### config.mk
export PLATFORM = sky130hd
export DESIGN_NAME = temp_result_formatter
export DESIGN_NICKNAME = d
export VERILOG_FILES = /design/src/sample_averager.v /design/src/temp_result_formatter.v
export VERILOG_INCLUDE_DIRS = /design/src
export SDC_FILE = /design/constraint.sdc
export NUM_CORES = 1
export LEC_CHECK = 0
export BUFFER_PORTS_ARGS = -buffer_cell sky130_fd_sc_hd__buf_4
export CAP_MARGIN = 20
export CORE_MARGIN = 3
export CORE_UTILIZATION = 30
export DETAILED_ROUTE_END_ITERATION = 12
export GPL_ROUTABILITY_DRIVEN = 1
export SYNTH_ARGS = -nofsm -noshare
export SYNTH_HDL_FRONTEND = slang
export SYNTH_SLANG_ARGS = --single-unit
### constraint.sdc
create_clock -name mclk -period 4.5 [get_ports mclk]
set_input_delay 0.45 -clock mclk [delete_from_list [all_inputs] [get_ports mclk]]
set_output_delay 0.45 -clock mclk [all_outputs]
set_load 0.05 [all_outputs]
### src/temp_fmt_consts.vh
// Purpose: Shared constants of the temperature result formatter.
// Assumes: Results are handled internally in quarter degrees.
// Notes: Signed limits are 14-bit two's complement patterns.
`ifndef TEMP_FMT_CONSTS_VH
`define TEMP_FMT_CONSTS_VH

// Register addresses.
`define ADDR_REMOTE_ONE_VALUE 8'h25
`define ADDR_LOCAL_TEMPERATURE_VALUE 8'h26
`define ADDR_REMOTE_TWO_VALUE 8'h27
`define ADDR_REMOTE_ONE_OFFSET 8'h70
`define ADDR_LOCAL_OFFSET 8'h71
`define ADDR_REMOTE_TWO_OFFSET 8'h72
`define ADDR_TEMPERATURE_FRACTION_BITS 8'h77
`define ADDR_RANGE_CONFIG 8'h7c

// Reset values.
`define OFFSET_RESET 8'h00
`define RANGE_CONFIG_RESET 2'h0
`define RESULT_RESET 8'h00
`define FRACTION_RESET 2'h0

// Field positions in the range configuration register.
`define CFG_TWOS_BIT 1
`define CFG_WIDE_TWOS_BIT 0

// Field positions in the fraction register.
`define FRAC_REMOTE_TWO_HI 7
`define FRAC_LOCAL_HI 5
`define FRAC_REMOTE_ONE_HI 3

// Averaging count and its counter width.
`define AVG_SAMPLES 16
`define AVG_SHIFT 4

// Channel codes on the sensor select lines.
`define CHAN_LOCAL 2'h0
`define CHAN_REMOTE_ONE 2'h1
`define CHAN_REMOTE_TWO 2'h2

// Excitation current codes: base only, first and second multiple.
`define CUR_BASE 2'h0
`define CUR_FIRST_MULT 2'h1
`define CUR_SECOND_MULT 2'h2

// Range limits in quarter degrees, 14-bit two's complement.
`define TWOS_MIN_FULL 14'h3e00
`define TWOS_MIN_CLAMP 14'h3f00
`define TWOS_MAX 14'h01ff
`define EXT_BIAS 14'h0100
`define EXT_MIN 14'h0000
`define EXT_MAX 14'h03ff

`endif

### src/sample_averager.v
// Purpose: Averages a fixed number of signed conversion samples.
// Assumes: Sample count is a power of two given by its shift.
// Notes: Emits one averaged value and a one-cycle valid pulse.
`timescale 1ns/10ps
`include "temp_fmt_consts.vh"

module sample_averager #(
	parameter WIDTH = 12,
	parameter SHIFT = `AVG_SHIFT
) (
	// Clock and reset.
	input wire mclk,
	input wire sys_rst,
	// Sample stream.
	input wire samp_vld,
	input wire signed [WIDTH-1:0] samp,
	// Averaged result.
	output reg signed [WIDTH-1:0] avg_ff,
	output reg avg_vld_ff
);

	reg signed [WIDTH+SHIFT-1:0] sum_ff;
	reg [SHIFT-1:0] cnt_ff;
	wire signed [WIDTH+SHIFT-1:0] nxt_sum;

	// Sign-extend the sample to the accumulator width.
	assign nxt_sum = sum_ff + {{SHIFT{samp[WIDTH-1]}}, samp};

	// The sum is cleared explicitly after each full set; the counter wraps on its own.
	always @(posedge mclk) begin
		if (sys_rst) begin
			sum_ff <= {(WIDTH+SHIFT){1'b0}};
			cnt_ff <= {SHIFT{1'b0}};
			avg_ff <= {WIDTH{1'b0}};
			avg_vld_ff <= 1'b0;
		end else begin
			avg_vld_ff <= 1'b0;
			if (samp_vld) begin
				cnt_ff <= cnt_ff + 1'b1;
				if (&cnt_ff) begin
					avg_ff <= nxt_sum[WIDTH+SHIFT-1:SHIFT];
					avg_vld_ff <= 1'b1;
					sum_ff <= {(WIDTH+SHIFT){1'b0}};
				end else begin
					sum_ff <= nxt_sum;
				end
			end
		end
	end

endmodule // sample_averager

### src/temp_result_formatter.v
// Purpose: Sequences conversions and formats averaged temperatures.
// Assumes: The analog front end runs on mclk and returns signed
//   quarter-degree codes with a one-cycle done pulse.
// Notes: Results can be frozen for a consistent two-register read.
`timescale 1ns/10ps
`include "temp_fmt_consts.vh"

// What this block does
// - Local integer byte goes to 0x26.
// - Store as twos complement or offset-64.
// - Ranges -128..127 or -64..191, quarter degree.
// - Local sensor plus two remote diode channels.
// - Remote: base/first, then base/second multiple.
// - Average sixteen samples per result; a remote sample is two conversions.
// - Remote result is ten-bit twos complement.
// - Two low bits go to fraction register.
// - Twos codes: -128, zero, +127 as shown.
// - Offset-64 codes: -64, zero, +191 as shown.
// - Add channel offset before storing result.
// - Offset is signed, half-degree LSB.
// - Fraction fields at 7:6, 5:4, 3:2.
// - Fraction read freezes results until all read.
// - Range bit 1 selects twos complement; bit 0 lifts the -64 floor.
module temp_result_formatter #(
	parameter CONV_WIDTH = 12
) (
	// Clock and reset.
	input wire mclk,
	input wire sys_rst,
	// Register port.
	input wire [7:0] reg_addr,
	input wire [7:0] reg_wdata,
	input wire reg_wr,
	input wire reg_rd,
	output reg [7:0] reg_rdata_ff,
	// Analog front end control.
	output reg conv_start_ff,
	output reg [1:0] chan_sel_ff,
	output reg [1:0] cur_mult_ff,
	// Analog front end result.
	input wire conv_done,
	input wire signed [CONV_WIDTH-1:0] conv_data
);

	// One-hot sequencer states.
	localparam ST_START = 3'b001;
	localparam ST_WAIT = 3'b010;
	localparam ST_STORE = 3'b100;

	reg [2:0] state_ff;
	reg [1:0] chan_ff;
	reg phase_ff;
	reg [`AVG_SHIFT-1:0] samp_cnt_ff;
	reg signed [CONV_WIDTH-1:0] delta_one_ff;

	// Software registers.
	reg [7:0] off_loc_ff;
	reg [7:0] off_r1_ff;
	reg [7:0] off_r2_ff;
	reg [1:0] range_cfg_ff;

	// Latest results, written once per averaged channel result.
	reg [7:0] live_loc_ff;
	reg [7:0] live_r1_ff;
	reg [7:0] live_r2_ff;
	reg [1:0] live_loc_frac_ff;
	reg [1:0] live_r1_frac_ff;
	reg [1:0] live_r2_frac_ff;

	// Visible results, held while frozen.
	reg [7:0] vis_loc_ff;
	reg [7:0] vis_r1_ff;
	reg [7:0] vis_r2_ff;
	reg [7:0] vis_frac_ff;

	// Freeze tracking.
	reg freeze_ff;
	reg [2:0] seen_ff;

	wire is_remote;
	wire samp_vld;
	wire [CONV_WIDTH:0] pair_sum;
	wire signed [CONV_WIDTH-1:0] samp;
	wire signed [CONV_WIDTH-1:0] avg;
	wire avg_vld;
	reg [7:0] sel_off;
	wire signed [13:0] corr;
	wire signed [13:0] ext_val;
	reg [9:0] code;
	wire [9:0] ext_code;
	wire [9:0] twos_code;
	wire signed [13:0] twos_lo;
	wire rd_frac;
	wire [2:0] nxt_seen;
	wire [2:0] rd_hit;

	assign is_remote = (chan_ff != `CHAN_LOCAL);

	// A sample is complete after one local or two remote conversions.
	assign samp_vld = state_ff[1] & conv_done & ~(is_remote & ~phase_ff);

	// The two difference readings are combined by their mean.
	assign pair_sum = {delta_one_ff[CONV_WIDTH-1], delta_one_ff}
		+ {conv_data[CONV_WIDTH-1], conv_data};
	assign samp = is_remote ? pair_sum[CONV_WIDTH:1] : conv_data;

	sample_averager #(
		.WIDTH(CONV_WIDTH),
		.SHIFT(`AVG_SHIFT)
	) u_avg (
		.mclk(mclk),
		.sys_rst(sys_rst),
		.samp_vld(samp_vld),
		.samp(samp),
		.avg_ff(avg),
		.avg_vld_ff(avg_vld)
	);

	// Pick the offset that belongs to the channel being finished.
	always @* begin
		case (chan_ff)
			`CHAN_REMOTE_ONE: sel_off = off_r1_ff;
			`CHAN_REMOTE_TWO: sel_off = off_r2_ff;
			default: sel_off = off_loc_ff;
		endcase
	end

	// Offset LSB is half a degree, so it counts two quarters.
	assign corr = {{(14-CONV_WIDTH){avg[CONV_WIDTH-1]}}, avg}
		+ {{5{sel_off[7]}}, sel_off, 1'b0};

	// Extended range adds a 64-degree bias before clamping.
	assign ext_val = corr + `EXT_BIAS;
	assign ext_code = (ext_val < $signed(`EXT_MIN)) ? 10'h000 :
		(ext_val > $signed(`EXT_MAX)) ? 10'h3ff : ext_val[9:0];

	// The -64 floor applies unless the wide twos option is set.
	assign twos_lo = range_cfg_ff[`CFG_WIDE_TWOS_BIT] ?
		`TWOS_MIN_FULL : `TWOS_MIN_CLAMP;
	assign twos_code = (corr < twos_lo) ? twos_lo[9:0] :
		(corr > $signed(`TWOS_MAX)) ? 10'h1ff : corr[9:0];

	// Range bit selects twos complement over offset-64.
	always @* begin
		if (range_cfg_ff[`CFG_TWOS_BIT])
			code = twos_code;
		else
			code = ext_code;
	end

	// Conversion sequencer: local, remote one, remote two, repeat.
	always @(posedge mclk) begin
		if (sys_rst) begin
			state_ff <= ST_START;
			chan_ff <= `CHAN_LOCAL;
			phase_ff <= 1'b0;
			samp_cnt_ff <= {`AVG_SHIFT{1'b0}};
			delta_one_ff <= {CONV_WIDTH{1'b0}};
			conv_start_ff <= 1'b0;
			chan_sel_ff <= `CHAN_LOCAL;
			cur_mult_ff <= `CUR_BASE;
		end else begin
			case (state_ff)
				ST_START: begin
					conv_start_ff <= 1'b1;
					chan_sel_ff <= chan_ff;
					if (!is_remote)
						cur_mult_ff <= `CUR_BASE;
					else if (!phase_ff)
						cur_mult_ff <= `CUR_FIRST_MULT;
					else
						cur_mult_ff <= `CUR_SECOND_MULT;
					state_ff <= ST_WAIT;
				end
				ST_WAIT: begin
					conv_start_ff <= 1'b0;
					if (conv_done) begin
						if (is_remote && !phase_ff) begin
							delta_one_ff <= conv_data;
							phase_ff <= 1'b1;
							state_ff <= ST_START;
						end else begin
							phase_ff <= 1'b0;
							samp_cnt_ff <= samp_cnt_ff + 1'b1;
							if (&samp_cnt_ff)
								state_ff <= ST_STORE;
							else
								state_ff <= ST_START;
						end
					end
				end
				ST_STORE: begin
					conv_start_ff <= 1'b0;
					if (avg_vld) begin
						state_ff <= ST_START;
						if (chan_ff == `CHAN_REMOTE_TWO)
							chan_ff <= `CHAN_LOCAL;
						else
							chan_ff <= chan_ff + 2'h1;
					end
				end
				default: begin
					state_ff <= ST_START;
					conv_start_ff <= 1'b0;
				end
			endcase
		end
	end

	// Integer byte and fraction bits are written in the same edge.
	always @(posedge mclk) begin
		if (sys_rst) begin
			live_loc_ff <= `RESULT_RESET;
			live_r1_ff <= `RESULT_RESET;
			live_r2_ff <= `RESULT_RESET;
			live_loc_frac_ff <= `FRACTION_RESET;
			live_r1_frac_ff <= `FRACTION_RESET;
			live_r2_frac_ff <= `FRACTION_RESET;
		end else if (state_ff[2] && avg_vld) begin
			case (chan_ff)
				`CHAN_REMOTE_ONE: begin
					live_r1_ff <= code[9:2];
					live_r1_frac_ff <= code[1:0];
				end
				`CHAN_REMOTE_TWO: begin
					live_r2_ff <= code[9:2];
					live_r2_frac_ff <= code[1:0];
				end
				default: begin
					live_loc_ff <= code[9:2];
					live_loc_frac_ff <= code[1:0];
				end
			endcase
		end
	end

	// Register reads that set the freeze and that count toward releasing it.
	assign rd_frac = reg_rd & (reg_addr == `ADDR_TEMPERATURE_FRACTION_BITS);
	assign rd_hit = {reg_rd & (reg_addr == `ADDR_REMOTE_TWO_VALUE),
		reg_rd & (reg_addr == `ADDR_LOCAL_TEMPERATURE_VALUE),
		reg_rd & (reg_addr == `ADDR_REMOTE_ONE_VALUE)};
	assign nxt_seen = seen_ff | rd_hit;

	// A fraction read freezes; the last value read releases it.
	// A new fraction read restarts the tally, so it wins over a release.
	always @(posedge mclk) begin
		if (sys_rst) begin
			freeze_ff <= 1'b0;
			seen_ff <= 3'h0;
		end else if (rd_frac) begin
			freeze_ff <= 1'b1;
			seen_ff <= 3'h0;
		end else if (freeze_ff) begin
			if (&nxt_seen) begin
				freeze_ff <= 1'b0;
				seen_ff <= 3'h0;
			end else begin
				seen_ff <= nxt_seen;
			end
		end
	end

	// Visible copies follow the live results only while unfrozen.
	always @(posedge mclk) begin
		if (sys_rst) begin
			vis_loc_ff <= `RESULT_RESET;
			vis_r1_ff <= `RESULT_RESET;
			vis_r2_ff <= `RESULT_RESET;
			vis_frac_ff <= 8'h00;
		end else if (!freeze_ff && !rd_frac) begin
			vis_loc_ff <= live_loc_ff;
			vis_r1_ff <= live_r1_ff;
			vis_r2_ff <= live_r2_ff;
			vis_frac_ff <= {live_r2_frac_ff, live_loc_frac_ff,
				live_r1_frac_ff, 2'h0};
		end
	end

	// Offset and range configuration writes.
	always @(posedge mclk) begin
		if (sys_rst) begin
			off_r1_ff <= `OFFSET_RESET;
			off_loc_ff <= `OFFSET_RESET;
			off_r2_ff <= `OFFSET_RESET;
			range_cfg_ff <= `RANGE_CONFIG_RESET;
		end else if (reg_wr) begin
			case (reg_addr)
				`ADDR_REMOTE_ONE_OFFSET: off_r1_ff <= reg_wdata;
				`ADDR_LOCAL_OFFSET: off_loc_ff <= reg_wdata;
				`ADDR_REMOTE_TWO_OFFSET: off_r2_ff <= reg_wdata;
				`ADDR_RANGE_CONFIG: range_cfg_ff <= reg_wdata[1:0];
				default: range_cfg_ff <= range_cfg_ff;
			endcase
		end
	end

	// Read data stand in the cycle after the strobe; unmapped reads zero.
	always @(posedge mclk) begin
		if (sys_rst) begin
			reg_rdata_ff <= 8'h00;
		end else if (reg_rd) begin
			case (reg_addr)
				`ADDR_REMOTE_ONE_VALUE: reg_rdata_ff <= vis_r1_ff;
				`ADDR_LOCAL_TEMPERATURE_VALUE: reg_rdata_ff <= vis_loc_ff;
				`ADDR_REMOTE_TWO_VALUE: reg_rdata_ff <= vis_r2_ff;
				`ADDR_TEMPERATURE_FRACTION_BITS: reg_rdata_ff <= vis_frac_ff;
				`ADDR_REMOTE_ONE_OFFSET: reg_rdata_ff <= off_r1_ff;
				`ADDR_LOCAL_OFFSET: reg_rdata_ff <= off_loc_ff;
				`ADDR_REMOTE_TWO_OFFSET: reg_rdata_ff <= off_r2_ff;
				`ADDR_RANGE_CONFIG: reg_rdata_ff <= {6'h00, range_cfg_ff};
				default: reg_rdata_ff <= 8'h00;
			endcase
		end else begin
			reg_rdata_ff <= 8'h00;
		end
	end

endmodule // temp_result_formatter

Word-level counts from Yosys, hierarchy flattened
Index checks and enable logic that the tools add are counted.
{"block": "totals", "in_bits": 33, "regBits": 158, "output_inout_bits": 13}
{"block": "classes", "add_sub_neg": 7, "n_eq_ne": 15, "bitwise": 14, "muxes": 25, "n_lt_le_gt_ge": 4, "n_reduce_logical": 27}
{"op": "one-hot mux 8 bit (8 select lines)", "count": 1}
{"op": "2-to-1 mux 10 bit", "count": 5}
{"op": "equality test 8 x 7 -> 1 bit (second input constant)", "count": 5}
{"op": "equality test 8 x 6 -> 1 bit (second input constant)", "count": 3}
{"op": "AND reduction 2 bit", "count": 10}
{"op": "adder 16 bit", "count": 1}
{"op": "2-to-1 mux 16 bit", "count": 1}
{"op": "one-hot mux 8 bit (2 select lines)", "count": 1}
{"op": "2-to-1 mux 3 bit", "count": 5}
{"op": "adder 13 x 10 -> 14 bit (second input constant)", "count": 1}
{"op": "greater-than comparator 14 x 11 -> 1 bit (second input constant)", "count": 1}
{"op": "< comparator 14 x 1 -> 1 bit (second input constant)", "count": 1}
{"op": "adder 12 x 12 -> 13 bit", "count": 1}
{"op": "adder 12 x 9 -> 13 bit", "count": 1}
{"op": "greater-than comparator 13 x 10 -> 1 bit (second input constant)", "count": 1}
{"op": "< comparator 13 x 10 -> 1 bit", "count": 1}
{"op": "2-to-1 mux 12 bit", "count": 1}
{"op": "2-to-1 mux 9 bit", "count": 1}
{"op": "one-hot mux 3 bit (3 select lines)", "count": 1}
{"op": "AND reduction 3 bit", "count": 3}
{"op": "adder 4 x 1 -> 4 bit (second input constant)", "count": 2}
{"op": "AND reduction 4 bit", "count": 2}
{"op": "OR reduction 2 bit", "count": 4}
{"op": "bitwise AND 1 bit", "count": 7}
{"op": "16 further kinds", "count": 32}

Logic depth before layout (Yosys ltp)
{"block": "logic_depth", "depth_word": 8, "depth_mapped": 19}

By module
Synthesis repeated with hierarchy kept, for this count alone.
{"block": "hier_totals", "hier_cells": 1050, "hier_area_um2": 8667.1}
{"mod": "temp_result_formatter", "n_inst": 1, "area_per_inst_um2": 6655.1, "cells_per_inst": 829}
{"mod": "sample_averager", "n_inst": 1, "area_per_inst_um2": 2011.9, "cells_per_inst": 221}

Least setup slack after synthesis
OpenSTA, ideal clock, no wires.
{"block": "synth_timing", "kind": "register to register", "startpoint": "register chan_ff[0]", "endpoint": "register live_r1_ff[0]", "path_slack_ns": 0.396, "synth_period_minus_slack_ns": 4.104, "stages_incl_launch_ff": 19, "setup_ns": 0.142, "t_arrival_ns": 3.962, "path_cell_list": "dfxtp_1 > inv_1 > ha_1 > clkbuf_1 > clkbuf_1 > a21oi_1 > ha_1 > fa_1 > a211oi_2 > o21ai_2 > a31oi_1 > xnor2_2 > ha_1 > inv_1 > a211oi_1 > o32ai_2 > o21ai_4 > buf_6 > a311oi_1"}
{"block": "synth_via", "elab_chain_len": 8, "elab_cells_between_ends": 15, "classes_between": "add/sub (2); order compare (4); eq/ne (2); mux (6); reduce/logical (1)"}
{"item": "start: declaration", "line": "temp_result_formatter.v:51", "rtl": "reg [1:0] chan_ff;"}
{"item": "start signal: assignment", "line": "temp_result_formatter.v:155", "rtl": "chan_ff <= `CHAN_LOCAL;"}
{"item": "start signal: assignment", "line": "temp_result_formatter.v:197", "rtl": "chan_ff <= `CHAN_LOCAL;"}
{"item": "start signal: assignment", "line": "temp_result_formatter.v:199", "rtl": "chan_ff <= chan_ff + 2'h1;"}
{"item": "equality test 2 bit / equality test 2 x 1 -> 1 bit (equally long branches)", "line": "temp_result_formatter.v:121, temp_result_formatter.v:220"}
{"item": "one-hot mux 8 bit (2 select lines)", "line": "temp_result_formatter.v:121", "rtl": "case (chan_ff)"}
{"item": "adder 12 x 9 -> 13 bit", "line": "temp_result_formatter.v:130", "rtl": "+ {{5{sel_off[7]}}, sel_off, 1'b0};"}
{"item": "adder 13 x 10 -> 14 bit (no source line)"}
{"item": "greater-than comparator 14 x 11 -> 1 bit", "line": "temp_result_formatter.v:135", "rtl": "(ext_val > $signed(`EXT_MAX)) ? 10'h3ff : ext_val[9:0];"}
{"item": "2-to-1 mux 10 bit", "line": "temp_result_formatter.v:135"}
{"item": "2-to-1 mux 10 bit", "line": "temp_result_formatter.v:134", "rtl": "assign ext_code = (ext_val < $signed(`EXT_MIN)) ? 10'h000 :"}
{"item": "2-to-1 mux 10 bit", "line": "temp_result_formatter.v:145", "rtl": "if (range_cfg_ff[`CFG_TWOS_BIT])"}
{"item": "end signal: assignment", "line": "temp_result_formatter.v:214", "rtl": "live_r1_ff <= `RESULT_RESET;"}
{"item": "end signal: assignment", "line": "temp_result_formatter.v:222", "rtl": "live_r1_ff <= code[9:2];"}
{"item": "end: declaration", "line": "temp_result_formatter.v:64", "rtl": "reg [7:0] live_r1_ff;"}
Parallel ways exist; a longest one is shown, timed or not.
A chain may end at the register's enable or synchronous reset.

Worst setup path in the final report
{"block": "layout_timing", "startpoint": "register chan_ff[0]", "endpoint": "register live_r1_ff[3]"}
Same word-level chain as after synthesis.

==> impl_metrics.toml <==
[run_status]
status = "complete, no violations"

[power_and_ir_drop]
power.leakage_uw = 0.00350
internal_power_uw = 2350
total_power_uw = 3150
peakVddDrop_mv = 0.214
pwr-share-seq = 0.452
power_frac_comb = 0.071
p_clk_frac = 0.477
powerDensity_mw_per_mm2 = 323
p_sw_uw = 792
p_sw_frac = 0.252

[logic_synthesis]
syn-num-nets = 1119
synth_edf_count = 0
async_reset_ff_frac = 0
yosysUniqueCellTypes = 77
synth-seq-cells = 158
synth_area_per_cell_um2 = 8.05
syn-cell-area_mm2 = 0.00835
ys_warn_count = 0
synth-main-ff-cell = "dfxtp_1"
seq_area_frac_synth = 0.379
synth_cells = 1037

[routing]
wirelength_um = 21300
vias = 7442
detail_route.wl_per_cell_um = 14.7
drtIter0Drc = 730
drtPass1Iterations = 6
final_antenna_net_count = 0
drcViolationCount = 0
vias_per_cell = 5.13

[setup_path]
start_kind = "register"
worst_ep_arrival_time_ps = 4510
rr_endpoint = "live_r1_ff[3]"
reg2reg_from = "chan_ff[0]"
required_ps = 4780
r2r_slack_ps = 270
end_kind = "register"
worstSetupPathType = "register to register"
reg2reg_depth = 17
worst-path-max-fanout = 24

[clocking]
post-cts-setup-buffers = 0
cts_max_path_buffers = 2
cts-root-buf = "clkbuf_16"
clkSinkCount = 158
cts_buffers = 17
cts_tree = "built"
htreeDepth = 4
clkTransAtPathRegs_ps = 70
insertion_delay_ps = 440

[timing]
rsz0062_at_grt = "no"
max_slew_margin = 0.333
worst_pin_slew_ps = 987
fin_skew_ps = 13.7
setup_viol = 0
fmax_mhz = 237
fin_tns_setup_ps = 0
hold_violations = 0
fin_crit_ps = 4230
fin_crit_sh = 0.939
slew_violations = 0

[layout]
finalNetCount = 1148
layout_common_cells = "nand2_1 (187), dfxtp_1 (158), a21oi_1 (123), nor2_1 (105), buf_4 (62)"
multi_input_area_mm2 = 0.00490
drive_gt1_frac = 0.127
fillCellCount = 2853
final_common_cell = "nand2_1"
syn_to_final_growth_pct = 16.6
seqCellArea_mm2 = 0.00316
antenna_cells = 0

[floorplan]
rows = 60
start_util = 0.307
core_mm2 = 0.0272
die_y_um = 173
die_w_um = 173
die_area_mm2 = 0.0299
ios = 46

[place]
dpl.hpwl_um = 15300
io_buffers = 45
gp_congestion = 0.817

[hold_path]
hold_depth = 3
hp-start = "conv_data[2]"
hold_path_class = "input port to register"
min_to = "delta_one_ff[2]"

[grt]
grt_pass1_wl_um = 35300
antenna_found_initial = 0
track_usage = 0.142
grt_pass1_vias = 7004
grt-ovfl-total = 0
grt_max_degree = 81

[job]
drv_cap = 0
==> cells by family after synthesis <==
kind of cell,synth area share
simple gates,0.218
buf+inv,0.0376
compound gates,0.233
xor+xnor,0.0406
mux,0.0159
flops,0.379
fa+ha+maj,0.0761
==> routing by layer <==
metal / part of all wire / track usage
met5: 0 / 0
met4: 0.022 / 0.0456
met3: 0.051 / 0.0310
met2: 0.47 / 0.232
met1: 0.46 / 0.185
==> cell usage after synthesis, drive strengths merged, types with 5 or more instances <==
| cell type | instances | share of area |
|---|---|---|
| nor2 | 109 | 0.051 |
| nand4 | 5 | 0.0045 |
| clkbuf | 44 | 0.020 |
| a22oi | 21 | 0.019 |
| and2 | 5 | 0.0037 |
| a21o | 6 | 0.0054 |
| o41ai | 5 | 0.0061 |
| mux2i | 11 | 0.013 |
| xnor2 | 21 | 0.026 |
| nand2 | 188 | 0.085 |
| ha | 46 | 0.069 |
| o21bai | 8 | 0.0072 |
| or3 | 7 | 0.0052 |
| a221oi | 7 | 0.0073 |
| and3 | 5 | 0.0037 |
| nor2b | 6 | 0.0045 |
| buf | 10 | 0.0070 |
| xor2 | 13 | 0.015 |
| a311oi | 24 | 0.025 |
| inv | 24 | 0.011 |
| a222oi | 10 | 0.012 |
| nor3 | 17 | 0.011 |
| a21oi | 124 | 0.074 |
| o21ai | 40 | 0.026 |
| nand2b | 6 | 0.0045 |
| a31oi | 11 | 0.0082 |
| dfxtp | 158 | 0.38 |
| nand3b | 6 | 0.0054 |
| a211oi | 8 | 0.0090 |
| o211ai | 5 | 0.0057 |
| nand3 | 43 | 0.026 |
==> worst max-delay path by stage <==
| stage | start | end | slack, ps | depth (start not counted) |
|---|---|---|---|---|
| after floorplan | chan_ff[0] | live_r1_ff[0] | 400 | 18 |
| after global routing | chan_ff[0] | live_r2_ff[2] | 10 | 17 |
| final | chan_ff[0] | live_r1_ff[3] | 270 | 17 |
| after detailed placement | conv_data[1] | u_avg.sum_ff[15] | 90 | 19 |
| after CTS | chan_ff[0] | live_r2_frac_ff[1] | 230 | 17 |
| after global placement | conv_data[1] | u_avg.sum_ff[15] | 110 | 19 |
==> metrics by stage <==
step	instances	area, um2	setup WS, ps	utilization	hold slack, ps
6_report	1451	9740	274	0.358	275
3_3_place_gp	1418	9100	112	0.335	439
2_1_floorplan	1037	8350	396	-	432
3_5_place_dp	1419	9100	91.0	0.335	443
5_1_grt	1451	9740	12.1	0.358	269
4_1_cts	1451	9720	225	0.358	263
==> layout make-up <==
cell class / instances / area share
clock buffer: 18 / 0.0451
tap: 372 / 0.0478
clock inverter: 14 / 0.0179
timing repair buffer: 64 / 0.0519
sequential: 158 / 0.325
inverter: 24 / 0.00925
multi-input combinational: 801 / 0.503
==> worst max-delay path, cell delays in order (launching register included) <==
cell and delay, ps:
dfxtp_1 430, inv_1 100, ha_2 420, buf_4 210, nor2_1 50, a21oi_1 350, ha_1 370, o21ai_0 290
o21ai_2 130, a31oi_1 290, xnor2_2 160, ha_1 290, inv_1 80, a211oi_1 250, o32ai_2 160, o21ai_4 190
buf_12 180, a311oi_1 100
==> registers in the layout (all words and copies together) (netlist names), 3 cells and up <==
register	cells
delta_one_ff	12
u_avg.sum_ff	16
vis_r1_ff	8
live_r1_ff	8
off_loc_ff	8
samp_cnt_ff	4
u_avg.cnt_ff	4
reg_rdata_ff	8
off_r1_ff	8
vis_r2_ff	8
live_r2_ff	8
off_r2_ff	8
u_avg.avg_ff	12
vis_loc_ff	8
seen_ff	3
state_ff	3
live_loc_ff	8
vis_frac_ff	6
==> power by group through the flow <==
stage	combinational [uW]	sequential (uW)	clock, uW
floorplan	149	1460	0
CTS	224	1420	1530
detailed placement	223	1450	0
finish	224	1420	1500
global placement	221	1450	0
global route	252	1420	1580
==> what timing repair did <==
action | in CTS | in global routing
endpoints found under the setup margin | 0 | 25
resized for setup | 0 | 5
hold buffers | 0 | 0
No activity file was read; power rests on OpenSTA's default activity.
